File: src/hw/bft_pkg.sv
// Package of constants and types for the bit-field test and branch unit
package bft_pkg;
   localparam int DATA_W = 16;
   localparam int PC_W = 16;
   localparam int DISP_W = 7;
   localparam int SHORT_W = 6;
   localparam int REGF_W = 5;
   localparam int CNT_W = 5;
   localparam int RADDR_W = 4;
   // Status word field positions
   localparam int SW_CARRY_BIT = 0;
   localparam int SW_LIMIT_BIT = 6;
   localparam logic [DATA_W-1:0] SW_RESET = 16'h0000;
   localparam logic [PC_W-1:0] PC_RESET = 16'h0000;
   // Peripheral I/O space holds the top 64 addresses
   localparam logic [DATA_W-1:0] IO_BASE = 16'hffc0;
   // Register word offsets
   localparam logic [RADDR_W-1:0] REG_STATUS_WORD = 4'h0;
   localparam logic [RADDR_W-1:0] REG_PC = 4'h1;
   localparam logic [RADDR_W-1:0] REG_WAIT = 4'h2;
   localparam logic [RADDR_W-1:0] REG_EXEC = 4'h3;
   localparam logic [3:0] WAIT_RESET = 4'h0;
   // Exec status bit positions
   localparam int EX_BUSY_BIT = 0;
   localparam int EX_CARRY_BIT = 1;
   localparam int EX_TAKEN_BIT = 2;
   localparam int EX_BADMASK_BIT = 3;
   // Cycle and word costs
   localparam logic [CNT_W-1:0] CYC_TEST_SHORT = 5'h04;
   localparam logic [CNT_W-1:0] CYC_TEST_LONG = 5'h06;
   localparam logic [CNT_W-1:0] CYC_JUMP = 5'h06;
   localparam logic [CNT_W-1:0] CYC_BRZ_SHORT_TAKEN = 5'h0a;
   localparam logic [CNT_W-1:0] CYC_BRZ_SHORT_NOT = 5'h08;
   localparam logic [CNT_W-1:0] CYC_BRZ_LONG_TAKEN = 5'h0c;
   localparam logic [CNT_W-1:0] CYC_BRZ_LONG_NOT = 5'h0a;
   localparam logic [1:0] WORDS_ONE = 2'h1;
   localparam logic [1:0] WORDS_TWO = 2'h2;
   localparam logic [1:0] WORDS_THREE = 2'h3;
   typedef enum logic [1:0] {
      TEST_BITS_FOR_ONES_OP, TEST_BITS_FOR_ZEROS_OP, RELATIVE_JUMP_OP, BRANCH_IF_ZEROS_OP
   } bft_op_t;
   typedef enum logic [2:0] {
      FORM_REG, FORM_IDX_R2, FORM_IDX_SP, FORM_SHORT_DATA, FORM_SHORT_IO, FORM_LONG
   } bft_form_t;
endpackage : bft_pkg

File: src/hw/bft_tester.sv
// Masked all-ones or all-zeros operand test
`timescale 1ns/1ps
module bft_tester #(
   parameter int WIDTH = 16
) (
   input wire logic [WIDTH-1:0] i_mask,
   input wire logic [WIDTH-1:0] i_value,
   input wire logic i_zeros_mode,
   output logic o_all_match
);
   logic [WIDTH-1:0] bit_ok;
   // Each selected bit must equal the wanted level; unselected bits pass
   for (genvar g = 0; g < WIDTH; g++) begin : g_bit
      assign bit_ok[g] = ~i_mask[g] | (i_value[g] ^ i_zeros_mode);
   end
   // An empty mask yields a match
   assign o_all_match = &bit_ok;
endmodule : bft_tester

File: src/hw/bft_rel_target.sv
// PC-relative branch target from a 7-bit signed displacement
`timescale 1ns/1ps
module bft_rel_target #(
   parameter int PCW = 16,
   parameter int DW = 7
) (
   input wire logic [PCW-1:0] i_next_pc,
   input wire logic [DW-1:0] i_disp,
   output logic [PCW-1:0] o_target
);
   logic [PCW-1:0] disp_ext;
   // Sign extension then wrap-around add
   assign disp_ext = {{(PCW-DW){i_disp[DW-1]}}, i_disp};
   assign o_target = i_next_pc + disp_ext;
endmodule : bft_rel_target

File: src/hw/bft_exec.sv
// Execution unit for bit-field tests, relative jump and branch-if-zeros
//
// Design decisions made here: the strobed register port and the address map.
`timescale 1ns/1ps
module bft_exec (
   input wire logic i_core_clk,
   input wire logic i_reset_n,
   input wire logic i_start,
   input wire bft_pkg::bft_op_t i_op,
   input wire bft_pkg::bft_form_t i_form,
   input wire logic [bft_pkg::DATA_W-1:0] i_mask,
   input wire logic [bft_pkg::REGF_W-1:0] i_reg_field,
   input wire logic [bft_pkg::SHORT_W-1:0] i_short_addr,
   input wire logic [bft_pkg::DATA_W-1:0] i_ea,
   input wire logic [bft_pkg::DISP_W-1:0] i_disp,
   input wire logic i_src_limited,
   input wire logic [bft_pkg::DATA_W-1:0] i_acc_rdata,
   output logic o_acc_rd,
   output logic o_acc_wr,
   output logic o_acc_reg,
   output logic o_acc_io,
   output logic [bft_pkg::DATA_W-1:0] o_acc_addr,
   output logic [bft_pkg::DATA_W-1:0] o_acc_wdata,
   output logic o_busy,
   output logic o_done,
   output logic o_branch_taken,
   output logic [1:0] o_words,
   output logic [bft_pkg::PC_W-1:0] o_pc,
   output logic [bft_pkg::DATA_W-1:0] o_status_word,
   input wire logic [bft_pkg::RADDR_W-1:0] i_reg_addr,
   input wire logic [bft_pkg::DATA_W-1:0] i_reg_wdata,
   input wire logic i_reg_wr,
   input wire logic i_reg_rd,
   output logic [bft_pkg::DATA_W-1:0] o_reg_rdata
);
   import bft_pkg::*;

   typedef enum logic [1:0] {ST_IDLE, ST_RUN, ST_END} bft_state_t;

   bft_state_t state_q;
   bft_op_t op_q;
   logic [DATA_W-1:0] mask_q;
   logic [DISP_W-1:0] disp_q;
   logic [CNT_W-1:0] step_q;
   logic [CNT_W-1:0] cost_q;
   logic long_q;
   logic [DATA_W-1:0] opnd_q;
   logic carry_q;
   logic lim_q;
   logic taken_q;
   logic bad_mask_q;
   logic [DATA_W-1:0] sw_q;
   logic [PC_W-1:0] pc_q;
   logic [3:0] wait_q;
   logic [DATA_W-1:0] rdata_q;
   logic [DATA_W-1:0] acc_addr_q;
   logic acc_reg_q;
   logic acc_io_q;
   logic [1:0] words_q;
   logic all_match;
   logic [PC_W-1:0] target;
   logic is_test;
   logic uses_opnd;
   logic run_end;

   // Word count of each opcode and addressing form
   function automatic logic [1:0] words_of(bft_op_t op, bft_form_t form);
      if (op == RELATIVE_JUMP_OP) begin
         return WORDS_ONE;
      end
      return (form == FORM_LONG) ? WORDS_THREE : WORDS_TWO;
   endfunction : words_of

   // Form class that costs the longer timing
   function automatic logic is_long_form(bft_form_t form);
      return (form == FORM_IDX_R2) || (form == FORM_IDX_SP) || (form == FORM_LONG);
   endfunction : is_long_form

   assign is_test = (op_q == TEST_BITS_FOR_ONES_OP) || (op_q == TEST_BITS_FOR_ZEROS_OP);
   assign uses_opnd = (op_q != RELATIVE_JUMP_OP);
   assign run_end = (state_q == ST_RUN) && (step_q == cost_q - 5'h01);

   bft_tester #(
      .WIDTH(DATA_W)
   ) u_tester (
      .i_mask(mask_q),
      .i_value(i_acc_rdata),
      .i_zeros_mode(op_q != TEST_BITS_FOR_ONES_OP),
      .o_all_match(all_match)
   );

   bft_rel_target #(
      .PCW(PC_W),
      .DW(DISP_W)
   ) u_target (
      .i_next_pc(pc_q),
      .i_disp(disp_q),
      .o_target(target)
   );

   // Sequencer: idle, run the costed cycles, commit
   always_ff @(posedge i_core_clk or negedge i_reset_n) begin
      if (!i_reset_n) begin
         state_q <= ST_IDLE;
         step_q <= 5'h00;
      end else begin
         case (state_q)
            ST_IDLE: begin
               step_q <= 5'h00;
               if (i_start) begin
                  state_q <= ST_RUN;
               end
            end
            ST_RUN: begin
               step_q <= step_q + 5'h01;
               if (run_end) begin
                  state_q <= ST_END;
               end
            end
            ST_END: begin
               state_q <= ST_IDLE;
            end
            default: begin
               state_q <= ST_IDLE;
            end
         endcase
      end
   end

   // Instruction capture and operand address decode
   always_ff @(posedge i_core_clk or negedge i_reset_n) begin
      if (!i_reset_n) begin
         op_q <= TEST_BITS_FOR_ONES_OP;
         mask_q <= '0;
         disp_q <= '0;
         long_q <= 1'b0;
         acc_addr_q <= '0;
         acc_reg_q <= 1'b0;
         acc_io_q <= 1'b0;
         words_q <= WORDS_ONE;
      end else if (state_q == ST_IDLE && i_start) begin
         op_q <= i_op;
         // Byte mask arrives already zero in its unused half
         mask_q <= i_mask;
         disp_q <= i_disp;
         long_q <= is_long_form(i_form);
         words_q <= words_of(i_op, i_form);
         acc_reg_q <= (i_form == FORM_REG);
         acc_io_q <= (i_form == FORM_SHORT_IO);
         case (i_form)
            FORM_REG: acc_addr_q <= {{(DATA_W-REGF_W){1'b0}}, i_reg_field};
            FORM_SHORT_DATA: acc_addr_q <= {{(DATA_W-SHORT_W){1'b0}}, i_short_addr};
            FORM_SHORT_IO: acc_addr_q <= IO_BASE | {{(DATA_W-SHORT_W){1'b0}}, i_short_addr};
            default: acc_addr_q <= i_ea;
         endcase
      end
   end

   // Cost: fixed for tests, CYC_JUMP plus wait states for jump, decided by the test for branch-if-zeros
   always_ff @(posedge i_core_clk or negedge i_reset_n) begin
      if (!i_reset_n) begin
         cost_q <= CYC_TEST_SHORT;
      end else if (state_q == ST_IDLE && i_start) begin
         case (i_op)
            RELATIVE_JUMP_OP: cost_q <= CYC_JUMP + {1'b0, wait_q};
            BRANCH_IF_ZEROS_OP: cost_q <= is_long_form(i_form) ? CYC_BRZ_LONG_TAKEN
                                                             : CYC_BRZ_SHORT_TAKEN;
            default: cost_q <= is_long_form(i_form) ? CYC_TEST_LONG : CYC_TEST_SHORT;
         endcase
      end else if (state_q == ST_RUN && step_q == 5'h01 && op_q == BRANCH_IF_ZEROS_OP
                   && !all_match) begin
         cost_q <= long_q ? CYC_BRZ_LONG_NOT : CYC_BRZ_SHORT_NOT;
      end
   end

   // Operand read in step 0, data and test result in step 1
   always_ff @(posedge i_core_clk or negedge i_reset_n) begin
      if (!i_reset_n) begin
         opnd_q <= '0;
         carry_q <= 1'b0;
      end else if (state_q == ST_RUN && step_q == 5'h01 && uses_opnd) begin
         opnd_q <= i_acc_rdata;
         carry_q <= all_match;
      end
   end

   // Saturation seen while the operand source moves
   always_ff @(posedge i_core_clk or negedge i_reset_n) begin
      if (!i_reset_n) begin
         lim_q <= 1'b0;
      end else if (state_q == ST_IDLE) begin
         lim_q <= 1'b0;
      end else if (state_q == ST_RUN && uses_opnd && i_src_limited) begin
         lim_q <= 1'b1;
      end
   end

   // Status word: commit at the end cycle wins over a software write
   always_ff @(posedge i_core_clk or negedge i_reset_n) begin
      if (!i_reset_n) begin
         sw_q <= SW_RESET;
      end else if (state_q == ST_END && uses_opnd) begin
         sw_q[SW_CARRY_BIT] <= carry_q;
         if (lim_q) begin
            sw_q[SW_LIMIT_BIT] <= 1'b1;
         end
      end else if (i_reg_wr && i_reg_addr == REG_STATUS_WORD) begin
         sw_q <= i_reg_wdata;
      end
   end

   // Program counter points past the instruction, then branches
   always_ff @(posedge i_core_clk or negedge i_reset_n) begin
      if (!i_reset_n) begin
         pc_q <= PC_RESET;
         taken_q <= 1'b0;
      end else if (state_q == ST_IDLE && i_start) begin
         pc_q <= pc_q + {{(PC_W-2){1'b0}}, words_of(i_op, i_form)};
         taken_q <= 1'b0;
      end else if (state_q == ST_END) begin
         if (op_q == RELATIVE_JUMP_OP || (op_q == BRANCH_IF_ZEROS_OP && carry_q)) begin
            pc_q <= target;
            taken_q <= 1'b1;
         end
      end else if (state_q == ST_IDLE && i_reg_wr && i_reg_addr == REG_PC) begin
         pc_q <= i_reg_wdata;
      end
   end

   // Software configuration and the sticky bad-mask indication
   always_ff @(posedge i_core_clk or negedge i_reset_n) begin
      if (!i_reset_n) begin
         wait_q <= WAIT_RESET;
         bad_mask_q <= 1'b0;
      end else begin
         if (i_reg_wr && i_reg_addr == REG_WAIT) begin
            wait_q <= i_reg_wdata[3:0];
         end
         if (state_q == ST_IDLE && i_start && i_op == BRANCH_IF_ZEROS_OP
             && i_mask[15:8] != 8'h00 && i_mask[7:0] != 8'h00) begin
            bad_mask_q <= 1'b1;
         end else if (i_reg_wr && i_reg_addr == REG_EXEC && i_reg_wdata[EX_BADMASK_BIT]) begin
            bad_mask_q <= 1'b0;
         end
      end
   end

   // Register read data, valid the cycle after the strobe
   always_ff @(posedge i_core_clk or negedge i_reset_n) begin
      if (!i_reset_n) begin
         rdata_q <= '0;
      end else if (i_reg_rd) begin
         case (i_reg_addr)
            REG_STATUS_WORD: rdata_q <= sw_q;
            REG_PC: rdata_q <= pc_q;
            REG_WAIT: rdata_q <= {12'h000, wait_q};
            REG_EXEC: rdata_q <= {12'h000, bad_mask_q, taken_q, carry_q, state_q != ST_IDLE};
            default: rdata_q <= '0;
         endcase
      end else begin
         rdata_q <= '0;
      end
   end

   // Access strobes: read in step 0, unchanged write-back in step 2
   assign o_acc_rd = (state_q == ST_RUN) && (step_q == 5'h00) && uses_opnd;
   assign o_acc_wr = (state_q == ST_RUN) && (step_q == 5'h02) && is_test;
   assign o_acc_wdata = opnd_q;
   assign o_acc_addr = acc_addr_q;
   assign o_acc_reg = acc_reg_q;
   assign o_acc_io = acc_io_q;
   assign o_busy = (state_q != ST_IDLE);
   assign o_done = (state_q == ST_END);
   assign o_branch_taken = taken_q;
   assign o_words = words_q;
   assign o_pc = pc_q;
   assign o_status_word = sw_q;
   assign o_reg_rdata = rdata_q;

   // Checks on timing, flags and branch
   property p_cost(bft_op_t op, logic [CNT_W-1:0] n);
      @(posedge i_core_clk) disable iff (!i_reset_n)
         (state_q == ST_IDLE && i_start && i_op == op && i_form == FORM_REG)
         |-> ##(1) (state_q == ST_RUN) [*1] ##0 (cost_q == n);
   endproperty
   test_short_cost_a: assert property (p_cost(TEST_BITS_FOR_ONES_OP, CYC_TEST_SHORT))
      else $error("short test cost wrong");
   jump_cost_a: assert property (@(posedge i_core_clk) disable iff (!i_reset_n)
      (state_q == ST_IDLE && i_start && i_op == RELATIVE_JUMP_OP)
      |=> cost_q == CYC_JUMP + {1'b0, $past(wait_q)} && words_q == WORDS_ONE)
      else $error("jump cost or words wrong");
   long_words_a: assert property (@(posedge i_core_clk) disable iff (!i_reset_n)
      (state_q == ST_IDLE && i_start && i_op != RELATIVE_JUMP_OP && i_form == FORM_LONG)
      |=> words_q == WORDS_THREE)
      else $error("long form words wrong");
   two_access_a: assert property (@(posedge i_core_clk) disable iff (!i_reset_n)
      (state_q == ST_IDLE && i_start && (i_op == TEST_BITS_FOR_ONES_OP
       || i_op == TEST_BITS_FOR_ZEROS_OP))
      |=> o_acc_rd ##1 !o_acc_rd ##1 (o_acc_wr && o_acc_wdata == $past(i_acc_rdata)))
      else $error("test access pair wrong");
   carry_commit_a: assert property (@(posedge i_core_clk) disable iff (!i_reset_n)
      (state_q == ST_END && uses_opnd) |=> sw_q[SW_CARRY_BIT] == $past(carry_q))
      else $error("carry not committed");
   jump_flags_a: assert property (@(posedge i_core_clk) disable iff (!i_reset_n)
      (state_q == ST_END && op_q == RELATIVE_JUMP_OP) |=> sw_q == $past(sw_q))
      else $error("jump changed status word");
   other_flags_a: assert property (@(posedge i_core_clk) disable iff (!i_reset_n)
      (state_q == ST_END && uses_opnd)
      |=> (sw_q & 16'hffbe) == ($past(sw_q) & 16'hffbe))
      else $error("untouched flags changed");
   empty_mask_a: assert property (@(posedge i_core_clk) disable iff (!i_reset_n)
      (state_q == ST_RUN && step_q == 5'h01 && uses_opnd && mask_q == 16'h0000)
      |=> carry_q)
      else $error("empty mask did not set carry");
   branch_target_a: assert property (@(posedge i_core_clk) disable iff (!i_reset_n)
      (state_q == ST_END && op_q == BRANCH_IF_ZEROS_OP && carry_q)
      |=> pc_q == $past(pc_q) + {{9{$past(disp_q[6])}}, $past(disp_q)})
      else $error("branch target wrong");
   limit_set_a: assert property (@(posedge i_core_clk) disable iff (!i_reset_n)
      (state_q == ST_RUN && uses_opnd && i_src_limited)
      |-> ##[1:13] (state_q == ST_IDLE && sw_q[SW_LIMIT_BIT]))
      else $error("limit flag not set");
   cov_jump_c: cover property (@(posedge i_core_clk) state_q == ST_END
      && op_q == RELATIVE_JUMP_OP);
   cov_brz_taken_c: cover property (@(posedge i_core_clk) state_q == ST_END
      && op_q == BRANCH_IF_ZEROS_OP && carry_q);
   cov_brz_fall_c: cover property (@(posedge i_core_clk) state_q == ST_END
      && op_q == BRANCH_IF_ZEROS_OP && !carry_q);
   cov_test_c: cover property (@(posedge i_core_clk) o_acc_wr);
endmodule : bft_exec

File: config.mk
export PLATFORM = sky130hd
export DESIGN_NAME = bft_exec
export DESIGN_NICKNAME = d
export VERILOG_FILES = /design/src/hw/bft_pkg.sv /design/src/hw/bft_tester.sv /design/src/hw/bft_rel_target.sv /design/src/hw/bft_exec.sv
export SDC_FILE = /design/constraint.sdc
export NUM_CORES = 1
export LEC_CHECK = 0
export BUFFER_PORTS_ARGS = -buffer_cell sky130_fd_sc_hd__buf_2
export CAP_MARGIN = 20
export CORE_AREA = 3 3 120 122
export CTS_CLUSTER_SIZE = 14
export DETAILED_ROUTE_END_ITERATION = 8
export DIE_AREA = 0 0 123 125
export PLACE_DENSITY = 0.79
export SLEW_MARGIN = 0
export SYNTH_ARGS = -nofsm -noshare
export SYNTH_HDL_FRONTEND = slang
export SYNTH_SLANG_ARGS = --single-unit
File: constraint.sdc
create_clock -name i_core_clk -period 2.9 [get_ports i_core_clk]
set_input_delay 0.145 -clock i_core_clk [delete_from_list [all_inputs] [get_ports i_core_clk]]
set_output_delay 0.145 -clock i_core_clk [all_outputs]
set_load 0.01 [all_outputs]
==> results.py <==
metrics = {
    "synthesis": {
        "syn_inst": 763,
        "syn_area_per_cell_sq_um": 9.27,
        "ys_types": 63,
        "yosys_warnings": 0,
        "synth.net_count": 885,
        "syn_area_sq_um": 7070,
        "synth_ff_type": "dfrtp_1",
        "synth_edf_count": 0,
        "ys_async_sr_fraction": 1.00,
        "ys_seq_elements": 130,
        "ys_seq_area_frac": 0.460,
    },
    "worst_setup_path": {
        "required_ns": 3.20,
        "ff2ff_path_depth": 8,
        "worstPathArrival_ns": 2.91,
        "r2r_setup_slack_ns": 0.39,
        "worstSetupEndpointType": "flop",
        "cp-start-kind": "input pin",
        "crit_fanout": 7,
        "path_class": "in2reg",
    },
    "detailed_routing": {
        "drt_first_pass_iters": 7,
        "drt_wl_total_um": 21800,
        "final_antenna_net_count": 0,
        "initialDrtViolationCount": 782,
        "num_vias": 7053,
        "viasPerCell": 5.97,
        "drc": 0,
        "post_drt_wl_per_cell_um": 18.4,
    },
    "final_layout": {
        "nNetsFinal": 1116,
        "synthToLayoutAreaGrowth_pct": 31.8,
        "drive_gt1_frac": 0.276,
        "layout.cells.non_filler": 1182,
        "final_area_sq_um": 9330,
        "utilization": 0.701,
        "diodes": 0,
    },
    "min_path": {
        "whs_path_depth": 2,
        "holdCritPathClass": "in2reg",
    },
    "die": {
        "rows": 42,
        "die_area_sq_um": 15400,
        "die_y_um": 125,
        "core_sq_um": 13300,
        "start_util": 0.532,
        "die_x_um": 123,
        "ios": 186,
    },
    "placed_design": {
        "dp_hpwl_um": 15300,
        "io_buffers": 185,
        "placed_cells": 1103,
        "gp_congestion": 0.931,
        "place_area_sq_um": 8220,
    },
    "clocking": {
        "post_cts_buffers": 0,
        "cts.repair.resized": 0,
        "cts_sinks": 130,
        "clk_pin_slew_ns": 0.06,
        "cts_tree": "yes",
        "clockRootBuffer": "clkbuf_16",
        "insertion_delay_ns": 0.43,
        "cts-buffers-inserted": 17,
        "htree_levels": 4,
        "cts_buffer_depth": 2,
    },
    "sta": {
        "setup_tns_ns": 0,
        "rsz0062_at_grt": "false",
        "period_minus_slack_ns": 2.61,
        "slew_headroom": 0.508,
        "drv_slew": 0,
        "skew_ns": 0.00689,
        "max_slew.worst_pin.slew_ns": 0.736,
        "fmax_ghz": 0.383,
        "setup_viol": 0,
        "final-hold-violation-count": 0,
        "fin_crit_sh": 0.901,
    },
    "grt": {
        "antenna_found_initial": 0,
        "gr-total-overflow": 0,
        "grt_pass1_wl_um": 35100,
        "grt_pass1_vias": 6796,
        "grtUsageTotal": 0.288,
        "grt_max_degree": 62,
    },
    "power_and_ir_drop": {
        "p_total_mw": 9.29,
        "power.leakage_nw": 4.43,
        "powerDensity_nw_per_um2": 996,
        "ir_worst_vdd_uv": 477,
    },
    "flow_run": {
        "maxCapViolCount": 0,
    },
    "outcome": {
        "status": "finished, final reports clean",
    },
}
-- synth_stat cells (all sizes together) (3+ instances only) --
cell type / n / area share
a21o: 5 / 0.0053
a222oi: 4 / 0.0057
a21oi: 37 / 0.028
nor2: 48 / 0.025
ha: 23 / 0.041
and2: 3 / 0.0027
a22o: 8 / 0.0099
o31ai: 3 / 0.0032
nor4: 9 / 0.010
a221oi: 5 / 0.0087
nand2: 125 / 0.067
a22oi: 19 / 0.020
nor3b: 3 / 0.0032
a31o: 4 / 0.0050
a31oi: 14 / 0.012
nor3: 11 / 0.0078
and3: 4 / 0.0035
o21ai: 87 / 0.062
o22ai: 14 / 0.012
o211ai: 6 / 0.0064
nand3: 19 / 0.014
clkbuf: 30 / 0.016
o311ai: 7 / 0.0087
mux2: 31 / 0.049
and4: 5 / 0.0062
nand4: 5 / 0.0044
inv: 30 / 0.016
buf: 8 / 0.0050
nand2b: 12 / 0.011
mux2i: 5 / 0.0071
xnor2: 12 / 0.015
xor2: 7 / 0.0087
nor2b: 4 / 0.0035
dfrtp: 128 / 0.45
-- area by class of cell --
class / instances / area (sq um)
clock inverter: 12 / 183
multi-input combinational: 565 / 3560
fill: 995 / 3970
clock buffer: 19 / 443
timing repair buffer: 250 / 1550
tap: 176 / 220
sequential: 130 / 3260
inverter: 30 / 113
-- critical path, stage by stage --
cell and delay, ns:
dlygate4sd3_1 0.55, buf_2 0.17, nand2b_1 0.25, nand2_1 0.09, ha_1 0.22, fa_1 0.44
and4_1 0.20, nor2b_1 0.15, buf_4 0.16, a41oi_1 0.20, a31oi_1 0.06, a31oi_1 0.16
o21ai_0 0.11
-- metrics by stage --
step | hold slack (ns) | worst slack, ns
2_1_floorplan | -0.151 | 0.612
3_3_place_gp | 0.179 | 0.501
3_5_place_dp | 0.186 | 0.421
4_1_cts | 0.00175 | 0.325
5_1_grt | 0.00899 | 0.0650
6_report | 0.00489 | 0.289
-- logic make-up (layout without fill, tap and decap cells) --
group	count (synthesis)	in the layout	share of synthesized area
simple gates	257	257	0.170
compound gates	228	228	0.206
flops	130	130	0.460
buf+inv	68	311	0.0368
mux	36	36	0.0564
fa+ha+maj	25	25	0.0463
xor+xnor	19	19	0.0235
-- cell usage in the layout (no fill, tap or decap), drive strengths merged, types with 5 or more instances in the layout --
| cell | netlist | routed |
|---|---|---|
| a22o | 8 | 8 |
| buf | 8 | 202 |
| nand2 | 125 | 125 |
| dlygate4sd3 | 0 | 48 |
| a221oi | 5 | 5 |
| nand2b | 12 | 12 |
| xnor2 | 12 | 12 |
| o22ai | 14 | 14 |
| mux2 | 31 | 31 |
| nand4 | 5 | 5 |
| nor4 | 9 | 9 |
| a22oi | 19 | 19 |
| dfrtp | 128 | 128 |
| xor2 | 7 | 7 |
| inv | 30 | 31 |
| a21oi | 37 | 37 |
| clkinvlp | 0 | 6 |
| mux2i | 5 | 5 |
| nor2 | 48 | 48 |
| nor3 | 11 | 11 |
| clkbuf | 30 | 19 |
| a21o | 5 | 5 |
| o211ai | 6 | 6 |
| nand3 | 19 | 19 |
| o21ai | 87 | 87 |
| o311ai | 7 | 7 |
| ha | 23 | 23 |
| and4 | 5 | 5 |
| a31oi | 14 | 14 |
-- path summary, 6_finish.rpt --
kind,startpoint,to
setup / recovery,i_op[0],o_pc[10]$_DFFE_PN0P_
hold / removal,i_acc_rdata[8],o_acc_wdata[8]$_DFFE_PN0P_
setup reg to reg,o_pc[0]$_DFFE_PN0P_,o_pc[12]$_DFFE_PN0P_
hold reg to reg,o_acc_io$_DFFE_PN0P_,o_acc_io$_DFFE_PN0P_
max in group asynchronous,i_reset_n,o_acc_reg$_DFFE_PN0P_
min in group asynchronous,i_reset_n,o_acc_wdata[8]$_DFFE_PN0P_
-- report_power, final --
part / internal (mW) / switching, mW / total (mW)
Combinational: 1.62 / 2.20 / 3.82
Clock: 1.46 / 0.827 / 2.28
Sequential: 2.49 / 0.695 / 3.19
Total: 5.57 / 3.72 / 9.29
-- what timing repair did --
item / CTS / global route
endpoints found under the setup margin: 0 / 0
endpoints found under the hold margin: 92 / 0
hold buffers: 48 / 0
-- per-layer routing --
layer  track usage  share of wire
met1         0.395           0.42
met2         0.436           0.44
met3        0.0768          0.098
met4         0.114          0.041
met5             0              0
Note: power is estimated with default switching activity, not from simulation.
